### config.mk
export PLATFORM = sky130hd
export DESIGN_NAME = jtp_top
export DESIGN_NICKNAME = d
export VERILOG_FILES = /design/src/jtp_pkg.sv /design/src/jtp_sync.sv /design/src/jtp_top.sv
export SDC_FILE = /design/constraint.sdc
export NUM_CORES = 1
export LEC_CHECK = 0
export ABC_AREA = 0
export BUFFER_PORTS_ARGS = -buffer_cell sky130_fd_sc_hd__buf_2
export CELL_PAD_IN_SITES_DETAIL_PLACEMENT = 1
export CELL_PAD_IN_SITES_GLOBAL_PLACEMENT = 1
export CORE_ASPECT_RATIO = 1.5
export CORE_MARGIN = 4
export CORE_UTILIZATION = 30
export DETAILED_ROUTE_END_ITERATION = 7
export GPL_ROUTABILITY_DRIVEN = 0
export PLACE_DENSITY_LB_ADDON = 0.25
export SETUP_SLACK_MARGIN = 0.1
export SYNTH_ARGS = -nofsm -noshare
export SYNTH_HDL_FRONTEND = slang
export SYNTH_SLANG_ARGS = --single-unit
### constraint.sdc
create_clock -name core_clk -period 1.46 [get_ports core_clk]
set_input_delay 0.146 -clock core_clk [delete_from_list [all_inputs] [get_ports core_clk]]
set_output_delay 0.146 -clock core_clk [all_outputs]
set_load 0.01 [all_outputs]
### src/jtp_pkg.sv
/*
 Shared constants and types for the test access pin block.
 Assumes one system clock (core_clk); all test pins arrive asynchronously.
*/
package jtp_pkg;
   // -----------------------------------------------------------
   // TAP states
   // -----------------------------------------------------------
   typedef enum logic [3:0] {
      JTP_RESET   = 4'h0,
      JTP_IDLE    = 4'h1,
      JTP_SEL_DR  = 4'h2,
      JTP_CAP_DR  = 4'h3,
      JTP_SH_DR   = 4'h4,
      JTP_EX1_DR  = 4'h5,
      JTP_PA_DR   = 4'h6,
      JTP_EX2_DR  = 4'h7,
      JTP_UPD_DR  = 4'h8,
      JTP_SEL_IR  = 4'h9,
      JTP_CAP_IR  = 4'hA,
      JTP_SH_IR   = 4'hB,
      JTP_EX1_IR  = 4'hC,
      JTP_PA_IR   = 4'hD,
      JTP_EX2_IR  = 4'hE,
      JTP_UPD_IR  = 4'hF
   } jtp_state_e;

   // -----------------------------------------------------------
   // Register layout
   // -----------------------------------------------------------
   localparam int JTP_IR_W        = 4;
   localparam int JTP_DR_W        = 8;
   localparam logic [3:0] JTP_IR_RST     = 4'h1;
   localparam logic [3:0] JTP_IR_CAPTURE = 4'h1;
   // Instruction codes
   localparam logic [3:0] JTP_OP_BYPASS  = 4'hF;
   localparam logic [3:0] JTP_OP_USER    = 4'h2;
   localparam logic [3:0] JTP_OP_EMUCTL  = 4'h3;
   // Emulation control data bit positions
   localparam int JTP_EMU_OE_BIT  = 0;
   localparam int JTP_EMU_VAL_BIT = 1;
   localparam logic [7:0] JTP_DR_RST     = 8'h00;
   localparam logic [1:0] JTP_EMUCTL_RST = 2'h0;
endpackage

### src/jtp_sync.sv
/*
 Two flip-flop synchroniser, one per bit.
 Assumes input is asynchronous to clk.
*/
`timescale 1ns/1ps
module jtp_sync #(
   parameter int W = 1
) (
   input  wire logic         clk,
   input  wire logic         rst,
   input  wire logic [W-1:0] din,
   output logic      [W-1:0] dout
);
   logic [W-1:0] meta_q;
   logic [W-1:0] meta_d;
   logic [W-1:0] out_d;

   always_comb begin
      meta_d = din;
      out_d  = meta_q;
   end

   always_ff @(posedge clk) begin
      if (rst) begin
         meta_q <= '0;
         dout   <= '0;
      end else begin
         meta_q <= meta_d;
         dout   <= out_d;
      end
   end
endmodule

### src/jtp_top.sv
/*
 Test access pin logic: TAP controller, instruction and data registers,
 emulator event line 0 steering and boundary-scan latch.
 Assumes test pins are asynchronous; test clock far slower than core_clk.
*/
`timescale 1ns/1ps
module jtp_top (
   input  wire logic                 core_clk,
   input  wire logic                 sys_rst,
   input  wire logic                 test_rst,
   input  wire logic                 test_clk,
   input  wire logic                 test_mode_sel,
   input  wire logic                 test_data_in,
   output logic                      test_data_out,
   output logic                      test_data_out_oe,
   input  wire logic                 emulator_event_line_0_in,
   output logic                      emulator_event_line_0_out,
   output logic                      emulator_event_line_0_oe,
   input  wire logic                 emulator_event_line_1_in,
   input  wire logic                 dev_event_in,
   output logic                      emu_event_out,
   output logic                      scan_control,
   output logic                      boundary_scan_mode,
   output logic [jtp_pkg::JTP_DR_W-1:0] user_data
);
   import jtp_pkg::*;

   // -----------------------------------------------------------
   // Pin synchronisers
   // -----------------------------------------------------------
   logic [5:0] pins_s;

   jtp_sync #(.W(6)) u_sync (
      .clk  (core_clk),
      .rst  (sys_rst),
      .din  ({test_rst, test_clk, test_mode_sel, test_data_in,
              emulator_event_line_0_in, emulator_event_line_1_in}),
      .dout (pins_s)
   );

   logic trst_s, tck_s, tms_s, tdi_s, emulator_event_line_0_s, emulator_event_line_1_s;
   assign trst_s = pins_s[5];
   assign tck_s  = pins_s[4];
   assign tms_s  = pins_s[3];
   assign tdi_s  = pins_s[2];
   assign emulator_event_line_0_s = pins_s[1];
   assign emulator_event_line_1_s = pins_s[0];

   // -----------------------------------------------------------
   // Edge detection
   // -----------------------------------------------------------
   logic tck_prev_q, tck_prev_d;
   logic trst_prev_q, trst_prev_d;
   logic tck_rise, tck_fall, trst_rise;

   always_comb begin
      tck_prev_d  = tck_s;
      trst_prev_d = trst_s;
      tck_rise    = tck_s & ~tck_prev_q;
      tck_fall    = ~tck_s & tck_prev_q;
      trst_rise   = trst_s & ~trst_prev_q;
   end

   always_ff @(posedge core_clk) begin
      if (sys_rst) begin
         tck_prev_q  <= 1'b0;
         trst_prev_q <= 1'b0;
      end else begin
         tck_prev_q  <= tck_prev_d;
         trst_prev_q <= trst_prev_d;
      end
   end

   // -----------------------------------------------------------
   // TAP controller
   // -----------------------------------------------------------
   jtp_state_e state_q, state_d;
   logic [JTP_IR_W-1:0] ir_sh_q, ir_sh_d, ir_q, ir_d;
   logic [JTP_DR_W-1:0] dr_sh_q, dr_sh_d, udr_q, udr_d;
   logic [1:0]          emuctl_q, emuctl_d;
   logic                byp_q, byp_d;
   logic                tdo_q, tdo_d, oe_q, oe_d;
   logic                shifting;
   logic                sel_out;

   always_comb begin
      state_d = state_q;
      if (!trst_s) begin
         state_d = JTP_RESET;
      end else if (tck_rise) begin
         case (state_q)
            JTP_RESET:  state_d = tms_s ? JTP_RESET  : JTP_IDLE;
            JTP_IDLE:   state_d = tms_s ? JTP_SEL_DR : JTP_IDLE;
            JTP_SEL_DR: state_d = tms_s ? JTP_SEL_IR : JTP_CAP_DR;
            JTP_CAP_DR: state_d = tms_s ? JTP_EX1_DR : JTP_SH_DR;
            JTP_SH_DR:  state_d = tms_s ? JTP_EX1_DR : JTP_SH_DR;
            JTP_EX1_DR: state_d = tms_s ? JTP_UPD_DR : JTP_PA_DR;
            JTP_PA_DR:  state_d = tms_s ? JTP_EX2_DR : JTP_PA_DR;
            JTP_EX2_DR: state_d = tms_s ? JTP_UPD_DR : JTP_SH_DR;
            JTP_UPD_DR: state_d = tms_s ? JTP_SEL_DR : JTP_IDLE;
            JTP_SEL_IR: state_d = tms_s ? JTP_RESET  : JTP_CAP_IR;
            JTP_CAP_IR: state_d = tms_s ? JTP_EX1_IR : JTP_SH_IR;
            JTP_SH_IR:  state_d = tms_s ? JTP_EX1_IR : JTP_SH_IR;
            JTP_EX1_IR: state_d = tms_s ? JTP_UPD_IR : JTP_PA_IR;
            JTP_PA_IR:  state_d = tms_s ? JTP_EX2_IR : JTP_PA_IR;
            JTP_EX2_IR: state_d = tms_s ? JTP_UPD_IR : JTP_SH_IR;
            JTP_UPD_IR: state_d = tms_s ? JTP_SEL_DR : JTP_IDLE;
            default:    state_d = JTP_RESET;
         endcase
      end
   end

   // -----------------------------------------------------------
   // Shift registers
   // -----------------------------------------------------------
   always_comb begin
      ir_sh_d  = ir_sh_q;
      ir_d     = ir_q;
      dr_sh_d  = dr_sh_q;
      udr_d    = udr_q;
      emuctl_d = emuctl_q;
      byp_d    = byp_q;
      if (!trst_s || state_q == JTP_RESET) begin
         ir_d     = JTP_IR_RST;
         emuctl_d = JTP_EMUCTL_RST;
      end else if (tck_rise) begin
         case (state_q)
            JTP_CAP_IR: ir_sh_d = JTP_IR_CAPTURE;
            JTP_SH_IR:  ir_sh_d = {tdi_s, ir_sh_q[JTP_IR_W-1:1]};
            JTP_UPD_IR: ir_d    = ir_sh_q;
            JTP_CAP_DR: begin
               dr_sh_d = (ir_q == JTP_OP_EMUCTL) ?
                         {6'h00, emulator_event_line_0_s, emuctl_q[JTP_EMU_OE_BIT]} : udr_q;
               byp_d   = 1'b0;
            end
            JTP_SH_DR: begin
               dr_sh_d = {tdi_s, dr_sh_q[JTP_DR_W-1:1]};
               byp_d   = tdi_s;
            end
            JTP_UPD_DR: begin
               if (ir_q == JTP_OP_USER)
                  udr_d = dr_sh_q;
               if (ir_q == JTP_OP_EMUCTL)
                  emuctl_d = dr_sh_q[1:0];
            end
            default: ;
         endcase
      end
   end

   // -----------------------------------------------------------
   // Data output: updated on falling test clock
   // -----------------------------------------------------------
   always_comb begin
      shifting = (state_q == JTP_SH_DR) || (state_q == JTP_SH_IR);
      if (state_q == JTP_SH_IR)
         sel_out = ir_sh_q[0];
      else if (ir_q == JTP_OP_BYPASS)
         sel_out = byp_q;
      else
         sel_out = dr_sh_q[0];
      tdo_d = tdo_q;
      oe_d  = oe_q;
      if (!trst_s) begin
         oe_d = 1'b0;
      end else if (tck_fall) begin
         tdo_d = sel_out;
         oe_d  = shifting;
      end
   end

   // -----------------------------------------------------------
   // Boundary-scan latch
   // -----------------------------------------------------------
   logic bscan_q, bscan_d;

   always_comb begin
      bscan_d = bscan_q;
      if (trst_rise && emulator_event_line_0_s && !emulator_event_line_1_s)
         bscan_d = 1'b1;
      else if (!trst_s)
         bscan_d = 1'b0;
   end

   always_ff @(posedge core_clk) begin
      if (sys_rst) begin
         state_q  <= JTP_RESET;
         ir_sh_q  <= JTP_IR_RST;
         ir_q     <= JTP_IR_RST;
         dr_sh_q  <= JTP_DR_RST;
         udr_q    <= JTP_DR_RST;
         emuctl_q <= JTP_EMUCTL_RST;
         byp_q    <= 1'b0;
         tdo_q    <= 1'b0;
         oe_q     <= 1'b0;
         bscan_q  <= 1'b0;
      end else begin
         state_q  <= state_d;
         ir_sh_q  <= ir_sh_d;
         ir_q     <= ir_d;
         dr_sh_q  <= dr_sh_d;
         udr_q    <= udr_d;
         emuctl_q <= emuctl_d;
         byp_q    <= byp_d;
         tdo_q    <= tdo_d;
         oe_q     <= oe_d;
         bscan_q  <= bscan_d;
      end
   end

   // -----------------------------------------------------------
   // Outputs
   // -----------------------------------------------------------
   logic ev_q, ev_d;

   always_comb begin
      ev_d = trst_s & ~emuctl_q[JTP_EMU_OE_BIT] & emulator_event_line_0_s;
   end

   always_ff @(posedge core_clk) begin
      if (sys_rst)
         ev_q <= 1'b0;
      else
         ev_q <= ev_d;
   end

   assign test_data_out             = tdo_q;
   assign test_data_out_oe          = oe_q;
   assign scan_control              = trst_s;
   assign boundary_scan_mode        = bscan_q;
   assign emulator_event_line_0_oe  = trst_s & emuctl_q[JTP_EMU_OE_BIT];
   assign emulator_event_line_0_out = emuctl_q[JTP_EMU_VAL_BIT] | dev_event_in;
   assign emu_event_out             = ev_q;
   assign user_data                 = udr_q;
endmodule

==> metrics.cfg, run 1 <==
[status]
status=finished, violations left
failed_checks=negative setup slack

[clock_network]
cts_root_buf=clkbuf_8
clockBufferDepth=2
htree_levels=2
cts_tree=built
postCtsHoldBufs=0
clk_pin_slew_worst_paths_ns=0.09
insertion_delay_ns=0.30
clkSinkCount=49
cts_buffers=5

[finish]
fillers=749
stdcell_count=352
antenna_cells=0
syn_to_final_growth_pct=39.9
nets=284
multi_input_area_sq_um=1190
drive_gt1_share_pct=41.7
fin_util_pct=43.8
seqCellArea_sq_um=991

[yosys]
syn-cell-area_sq_um=2060
asyncSetResetFlopFracSynth_pct=0
synth_ff_type=dfxtp_1
syn_nets=233
synth_area_leaders=dfxtp_1, mux2i_1, nor2b_1
synth_top_area_share_pct=47.7
synthesis.instances=224
synth_cell_types=43
avgSynthCellArea_sq_um=9.19
ys.warnings.count=0
synth_edf_count=0
synth-seq-cells=49
synth_seq_area_share_pct=47.7
yosysTopAreaCell=dfxtp_1

[route]
wl_met1_um=2430
drc=0
wl_per_cell_um=16.2
drt-total-wl_um=5690
top_layer=met4
dr_wl_met3_um=68
viasPerCell=5.09
first_pass_iters=5
dr_wl_met2_um=3100
ant_nets=0
drt_iter0_drc=76
vias=1793

[sta]
finalHoldViolCount=0
setup_ws_ns=-0.0731
period_share_pct=105
max_freq_mhz=652
setup_violations=12
slew_headroom_pct=74.4
fin_skew_ns=0.00738
rsz0062_at_grt=true
worst_slew_pin_slew_ns=0.383
drv_slew=0
fin_crit_ns=1.53

[worst_setup_path]
crit_path_max_fanout=11
crit_slowest_cell=or3b_4
worstPathCellList=or3b_4 > a211o_1 > buf_12 > a221oi_2 > nor2_1
arrival_ns=1.73
r2r_start=state_q[1]
critical_path_required_ns=1.65
cp-start-kind=register
reg2reg_slack_ns=-0.07
worstSetupPathType=reg2reg
endpoint_kind=register
r2r-end=dr_sh_q[2]
rr_worst_depth=5
cpPeakStageDelay_ns=0.39

[pwr]
power_frac_seq_pct=55.2
clockPowerShare_pct=41.1
irDropWorstVdd_v=0.000586
p_comb_share_pct=3.7
power.internal_mw=1.95
switching_share_pct=21.0
p_switching_uw=517
powerDensity_nw_per_um2=857
p_total_mw=2.47
leakage_nw=1.14

[global_routing]
grt.overflow.total=0
antenna_found_initial=0
grt_pass1_vias=1887
grt_use_total_pct=14.7
grt_max_degree=28
grt_pass1_wl_um=9280

[worst_hold_path]
holdPathStages=2
worstHoldPathType=in2reg
whs_endpoint=u_sync.meta_q[3]
min-delay-start=test_mode_sel

[placed_design]
dp.cells=337
dp_slack_ns=-0.112
io_buffers=23
dp_hpwl_um=3950

[floorplan]
fp.dieH_um=109
die_area_sq_um=8280
ios=24
dieWidth_um=75.6
coreArea_sq_um=6580
rows=36
start_util_pct=31.3

[job]
drv_cap=0

==> power groups by stage <==
stage	combinational (mW)	sequential, mW	clock (mW)
after floorplan	0.0473	1.39	0
after global placement	0.0823	1.39	0
after detailed placement	0.0834	1.39	0
after CTS	0.0851	1.36	1.05
after global routing	0.103	1.37	1.10
final	0.0912	1.36	1.01
==> worst max-delay path by stage <==
stage | start | end | slack, ns
5_1_grt | state_q[0] | dr_sh_q[2] | -0.14
6_report | state_q[1] | dr_sh_q[2] | -0.07
3_5_place_dp | ir_q[3] | dr_sh_q[7] | -0.11
2_1_floorplan | state_q[1] | dr_sh_q[2] | -0.12
3_3_place_gp | state_q[2] | dr_sh_q[0] | -0.08
4_1_cts | state_q[0] | dr_sh_q[2] | -0.07
==> synthesized netlist by cell type (all sizes together) (4+ instances only) <==
| master | instances |
|---|---|
| nor3 | 5 |
| dfxtp | 49 |
| inv | 4 |
| clkbuf | 6 |
| a21oi | 14 |
| nand4 | 4 |
| a211oi | 5 |
| o21ai | 18 |
| nor2 | 24 |
| mux2i | 14 |
| a221oi | 5 |
| nand3 | 5 |
| nand2 | 14 |
| buf | 9 |
| nor2b | 16 |
==> cells in the final DEF, fill, tap and decap left out, types with 3 or more instances in the layout <==
master,synthesis,routed
dfxtp_1,49,43
a21oi_2,0,6
nand3_1,5,5
nand4_1,3,3
o21ai_2,0,3
inv_1,4,4
buf_4,0,20
dfxtp_2,0,5
nor3b_1,3,3
o21ai_1,1,7
o21ai_0,17,7
buf_2,4,24
nand3b_1,3,3
mux2i_2,0,3
nand2_2,0,3
nor3_1,5,3
mux2i_1,14,11
clkbuf_8,0,6
nand2_1,14,10
nor2b_1,16,14
nor2_1,24,22
a21oi_1,14,8
buf_6,2,12
a221oi_2,0,5
==> stage by stage <==
stage               hold WS, ns  area (sq um)  TNS (ns)
finish                   0.0511          2880    -0.469
global placement          0.354          2460     -1.00
floorplan                 0.274          2110    -0.951
CTS                      0.0419          2650    -0.558
detailed placement        0.363          2460     -1.31
global route             0.0655          2880     -1.92
==> kinds of logic (layout without fill, tap and decap cells) <==
family | count (synthesis) | after routing | share of synthesized area [%]
xor+xnor | 2 | 2 | 0.851
buf+inv | 19 | 71 | 4.44
flops | 49 | 49 | 47.7
mux | 14 | 14 | 6.81
simple gates | 86 | 86 | 23.4
compound gates | 54 | 54 | 16.8
==> registers in the layout, indices dropped and copies added (netlist names) <==
register,cells
tck_prev_q,1
ir_q,4
state_q,4
test_data_out_oe,1
boundary_scan_mode,1
trst_prev_q,1
emuctl_q,2
emu_event_out,1
u_sync.meta_q,6
byp_q,1
u_sync.dout,6
ir_sh_q,4
dr_sh_q,8
user_data,8
test_data_out,1
==> cell type report <==
cell class / count / share of cell area [%]
clock buffer: 6 / 2.87
clock inverter: 2 / 1.30
inverter: 4 / 0.521
multi-input combinational: 156 / 41.4
sequential: 49 / 34.4
tap: 76 / 3.30
timing repair buffer: 59 / 16.2
==> worst max-delay path, delay by kind of cell, from the launching register on <==
family          cells  cell delay, ns
flops               1            0.33
compound gates      2            0.47
simple gates        2            0.47
buf+inv             1            0.16
==> layer usage <==
layer / GRT usage, % / vias to the layer above
li1: - / 901
met1: 17.9 / 867
met2: 25.0 / 18
met3: 2.01 / 7
met4: 6.50 / 0
met5: 0 / -
==> what timing repair did <==
action / 4_1_cts / 5_1_grt
resized for setup: 15 / 54
endpoints found under the setup margin: 27 / 33
gates cloned: 0 / 2
endpoints found under the hold margin: 0 / 0
pin swaps: 4 / 23
buffers inserted: 1 / 4
Note: power is estimated with default switching activity, not from simulation.
==> inputs of run 2 (changes only) <==
- SYNTH_HIERARCHICAL: not set -> 1
==> run 2 against run 1 <==
Fmax fell by 1.4%. Global-route usage down 0.99 points. Largest power group unchanged. Clock skew shrank 0.0015 ns. Cell area decreased by 0.39%. Highest routed layer unchanged. Sequential power barely moved. Clock power fell by 25%. The flow still finishes with violations (negative setup slack). Register-to-register slack got worse by 0.02 ns.
==> metrics.cfg, run 2 <==
[worst_hold_path]
holdPathStages=2  ; unchanged
whs_endpoint=u_sync/meta_q[4]  ; was u_sync.meta_q[3]
min-delay-start=test_clk  ; was test_mode_sel
worstHoldPathType=in2reg  ; unchanged

[yosys]
synth_area_leaders=dfxtp_1, mux2i_1, nor2_1  ; was dfxtp_1, mux2i_1, nor2b_1
asyncSetResetFlopFracSynth_pct=0  ; unchanged
syn-cell-area_sq_um=2160  ; was 2060 sq um
synth_edf_count=0  ; unchanged
synth_ff_type=dfxtp_1  ; unchanged
ys.warnings.count=6  ; was 0
synth_top_area_share_pct=45.4  ; was 47.7%
yosys-top-cells-count=dfxtp_1, nor2_1, mux2i_1, a21oi_1, nand2_1  ; was dfxtp_1, nor2_1, o21ai_0, nor2b_1
yosysMostFrequentCell=dfxtp_1  ; unchanged
avgSynthCellArea_sq_um=9.92  ; was 9.19 sq um
yosysTopAreaCell=dfxtp_1  ; unchanged
synth_cell_types=56  ; was 43
synth-seq-cells=49  ; unchanged
syn_nets=227  ; was 233
synth_seq_area_share_pct=45.4  ; was 47.7%
synthesis.instances=218  ; was 224

[sta]
fin_crit_ns=1.55  ; was 1.53 ns
drv_slew=0  ; unchanged
setup_ws_ns=-0.0943  ; was -0.0731 ns
rsz0062_at_grt=true  ; unchanged
setup_violations=8  ; was 12
slew_headroom_pct=74.1  ; was 74.4%
finalHoldViolCount=0  ; unchanged
fin_skew_ns=0.00588  ; was 0.00738 ns
period_share_pct=106  ; was 105%
worst_slew_pin_slew_ns=0.388  ; was 0.383 ns
max_freq_mhz=643  ; was 652 MHz

[worst_setup_path]
r2r_start=state_q[0]  ; was state_q[1]
crit_path_max_fanout=9  ; was 11
endpoint_kind=register  ; unchanged
critical_path_required_ns=1.64  ; was 1.65 ns
cp-start-kind=register  ; unchanged
cp-startpoint=state_q[0]  ; was state_q[1]
rr_worst_depth=4  ; was 5
r2r-end=dr_sh_q[2]  ; unchanged
reg2reg_slack_ns=-0.09  ; was -0.07 ns
worstSetupPathType=reg2reg  ; unchanged
arrival_ns=1.73  ; about the same

[route]
drt_iter0_drc=85  ; was 76
first_pass_iters=4  ; was 5
viasPerCell=5.14  ; was 5.09
drt-total-wl_um=5570  ; was 5690 um
drc=0  ; unchanged
ant_nets=0  ; unchanged
wl_per_cell_um=15.8  ; was 16.2 um
vias=1808  ; was 1793

[floorplan]
fp.dieH_um=112  ; was 109 um
ios=24  ; unchanged
start_util_pct=31.1  ; was 31.3%
rows=37  ; was 36
coreArea_sq_um=6940  ; was 6580 sq um
dieWidth_um=77.3  ; was 75.6 um
die_area_sq_um=8660  ; was 8280 sq um

[pwr]
switching_share_pct=21.7  ; was 21.0%
irDropWorstVdd_v=0.000597  ; was 0.000586 V
p_switching_uw=481  ; was 517 uW
p_total_mw=2.22  ; was 2.47 mW
leakage_nw=1.18  ; was 1.14 nW
power_frac_seq_pct=61.3  ; was 55.2%
powerDensity_nw_per_um2=775  ; was 857 nW/um^2
p_comb_share_pct=4.5  ; was 3.7%
power.internal_mw=1.74  ; was 1.95 mW
clockPowerShare_pct=34.3  ; was 41.1%

[finish]
antenna_cells=0  ; unchanged
layout_common_cells=dfxtp_1, buf_4, buf_2  ; was dfxtp_1, buf_2, nor2_1
drive_gt1_share_pct=46.4  ; was 41.7%
fin_util_pct=41.3  ; was 43.8%
fillers=806  ; was 749
layout_commonest_cell=dfxtp_1  ; unchanged
nets=282  ; was 284
stdcell_area_sq_um=2870  ; was 2880 sq um
syn_to_final_growth_pct=32.7  ; was 39.9%
stdcell_count=352  ; unchanged

[global_routing]
grt.overflow.total=0  ; unchanged
grt_max_degree=31  ; was 28
antenna_found_initial=0  ; unchanged
grt_pass1_wl_um=9550  ; was 9280 um
grt_pass1_vias=1914  ; was 1887
grt_use_total_pct=13.7  ; was 14.7%

[placed_design]
placed_area_sq_um=2570  ; was 2460 sq um
io_buffers=23  ; unchanged
dp_hpwl_um=4060  ; was 3950 um
dp_slack_ns=-0.162  ; was -0.112 ns
dp.cells=339  ; was 337

[status]
failed_checks=negative setup slack  ; unchanged
status=finished, violations left  ; unchanged

[clock_network]
htree_levels=2  ; unchanged
clockBufferDepth=2  ; unchanged
cts_tree=built  ; unchanged
insertion_delay_ns=0.29  ; was 0.30 ns
clkSinkCount=49  ; unchanged
clk_pin_slew_worst_paths_ns=0.09  ; about the same
cts_buffers=5  ; unchanged
cts_root_buf=clkbuf_8  ; unchanged

[job]
drv_cap=0  ; unchanged

==> run 2: kinds of logic (layout without fill, tap and decap cells) <==
logic type | count (synthesis) | in the layout | share of synthesized area [%]
flip-flops | 49 | 49 | 45.4
multiplexers | 16 | 16 | 7.52
AO/OA/AOI/OAI | 51 | 51 | 18.8
buffers and inverters | 20 | 76 | 4.74
AND/OR/NAND/NOR | 82 | 82 | 23.6
==> run 2: worst max path at each step <==
stage / to / cells past startpoint / slack, ns
after global routing: dr_sh_q[2] / 4 / -0.16
final: dr_sh_q[2] / 4 / -0.09
after detailed placement: state_q[3] / 6 / -0.16
after floorplan: dr_sh_q[2] / 6 / -0.11
after global placement: dr_sh_q[2] / 4 / -0.13
after CTS: dr_sh_q[7] / 6 / -0.09
==> run 2: timing repair <==
item / 4_1_cts / 5_1_grt
hold endpoints to repair: 0 / 0
hold buffers: 0 / 0
gates resized for setup: 20 / 26
endpoints found under the setup margin: 30 / 33
gates cloned: 0 / 1
setup buffers: 2 / 2
pin swaps: 3 / 10
==> run 2: per-layer routing <==
metal	wire length [um]	part of all wire [%]	global-route usage [%]	up-vias
met4	146	2.6	5.82	0
met5	0	0	0	-
met1	2330	42	16.0	887
li1	-	-	-	891
met2	2970	53	24.6	22
met3	125	2.2	1.86	8
==> run 2: cell type report <==
class / instances / area, sq um / area share, %
Sequential cell: 49 / 991 / 34.5
Clock inverter: 1 / 7.51 / 0.262
Timing Repair Buffer: 61 / 468 / 16.3
Inverter: 7 / 26.3 / 0.916
Tap cell: 78 / 97.6 / 3.40
Clock buffer: 7 / 76.3 / 2.66
Multi-Input combinational cell: 149 / 1200 / 41.9
==> run 2: power groups by stage <==
| stage | Sequential, mW | Clock [mW] | Combinational, mW |
|---|---|---|---|
| 2_1_floorplan | 1.39 | 0 | 0.0599 |
| 3_3_place_gp | 1.39 | 0 | 0.0938 |
| 3_5_place_dp | 1.39 | 0 | 0.0944 |
| 4_1_cts | 1.36 | 0.806 | 0.0968 |
| 5_1_grt | 1.36 | 0.846 | 0.112 |
| 6_report | 1.36 | 0.761 | 0.0996 |
==> run 2: per-stage QoR <==
stage,TNS (ns),hold slack (ns)
2_1_floorplan,-0.367,0.275
3_3_place_gp,-0.955,0.355
3_5_place_dp,-1.33,0.363
4_1_cts,-0.372,0.0446
5_1_grt,-1.77,0.0591
6_report,-0.408,0.0560
==> run 2: worst max-delay path, cell delays in order, from the launching register on <==
cell and delay [ns]:
dfxtp_2 0.34, or3b_4 0.40, a211o_2 0.42, a221oi_2 0.22
a211oi_2 0.07
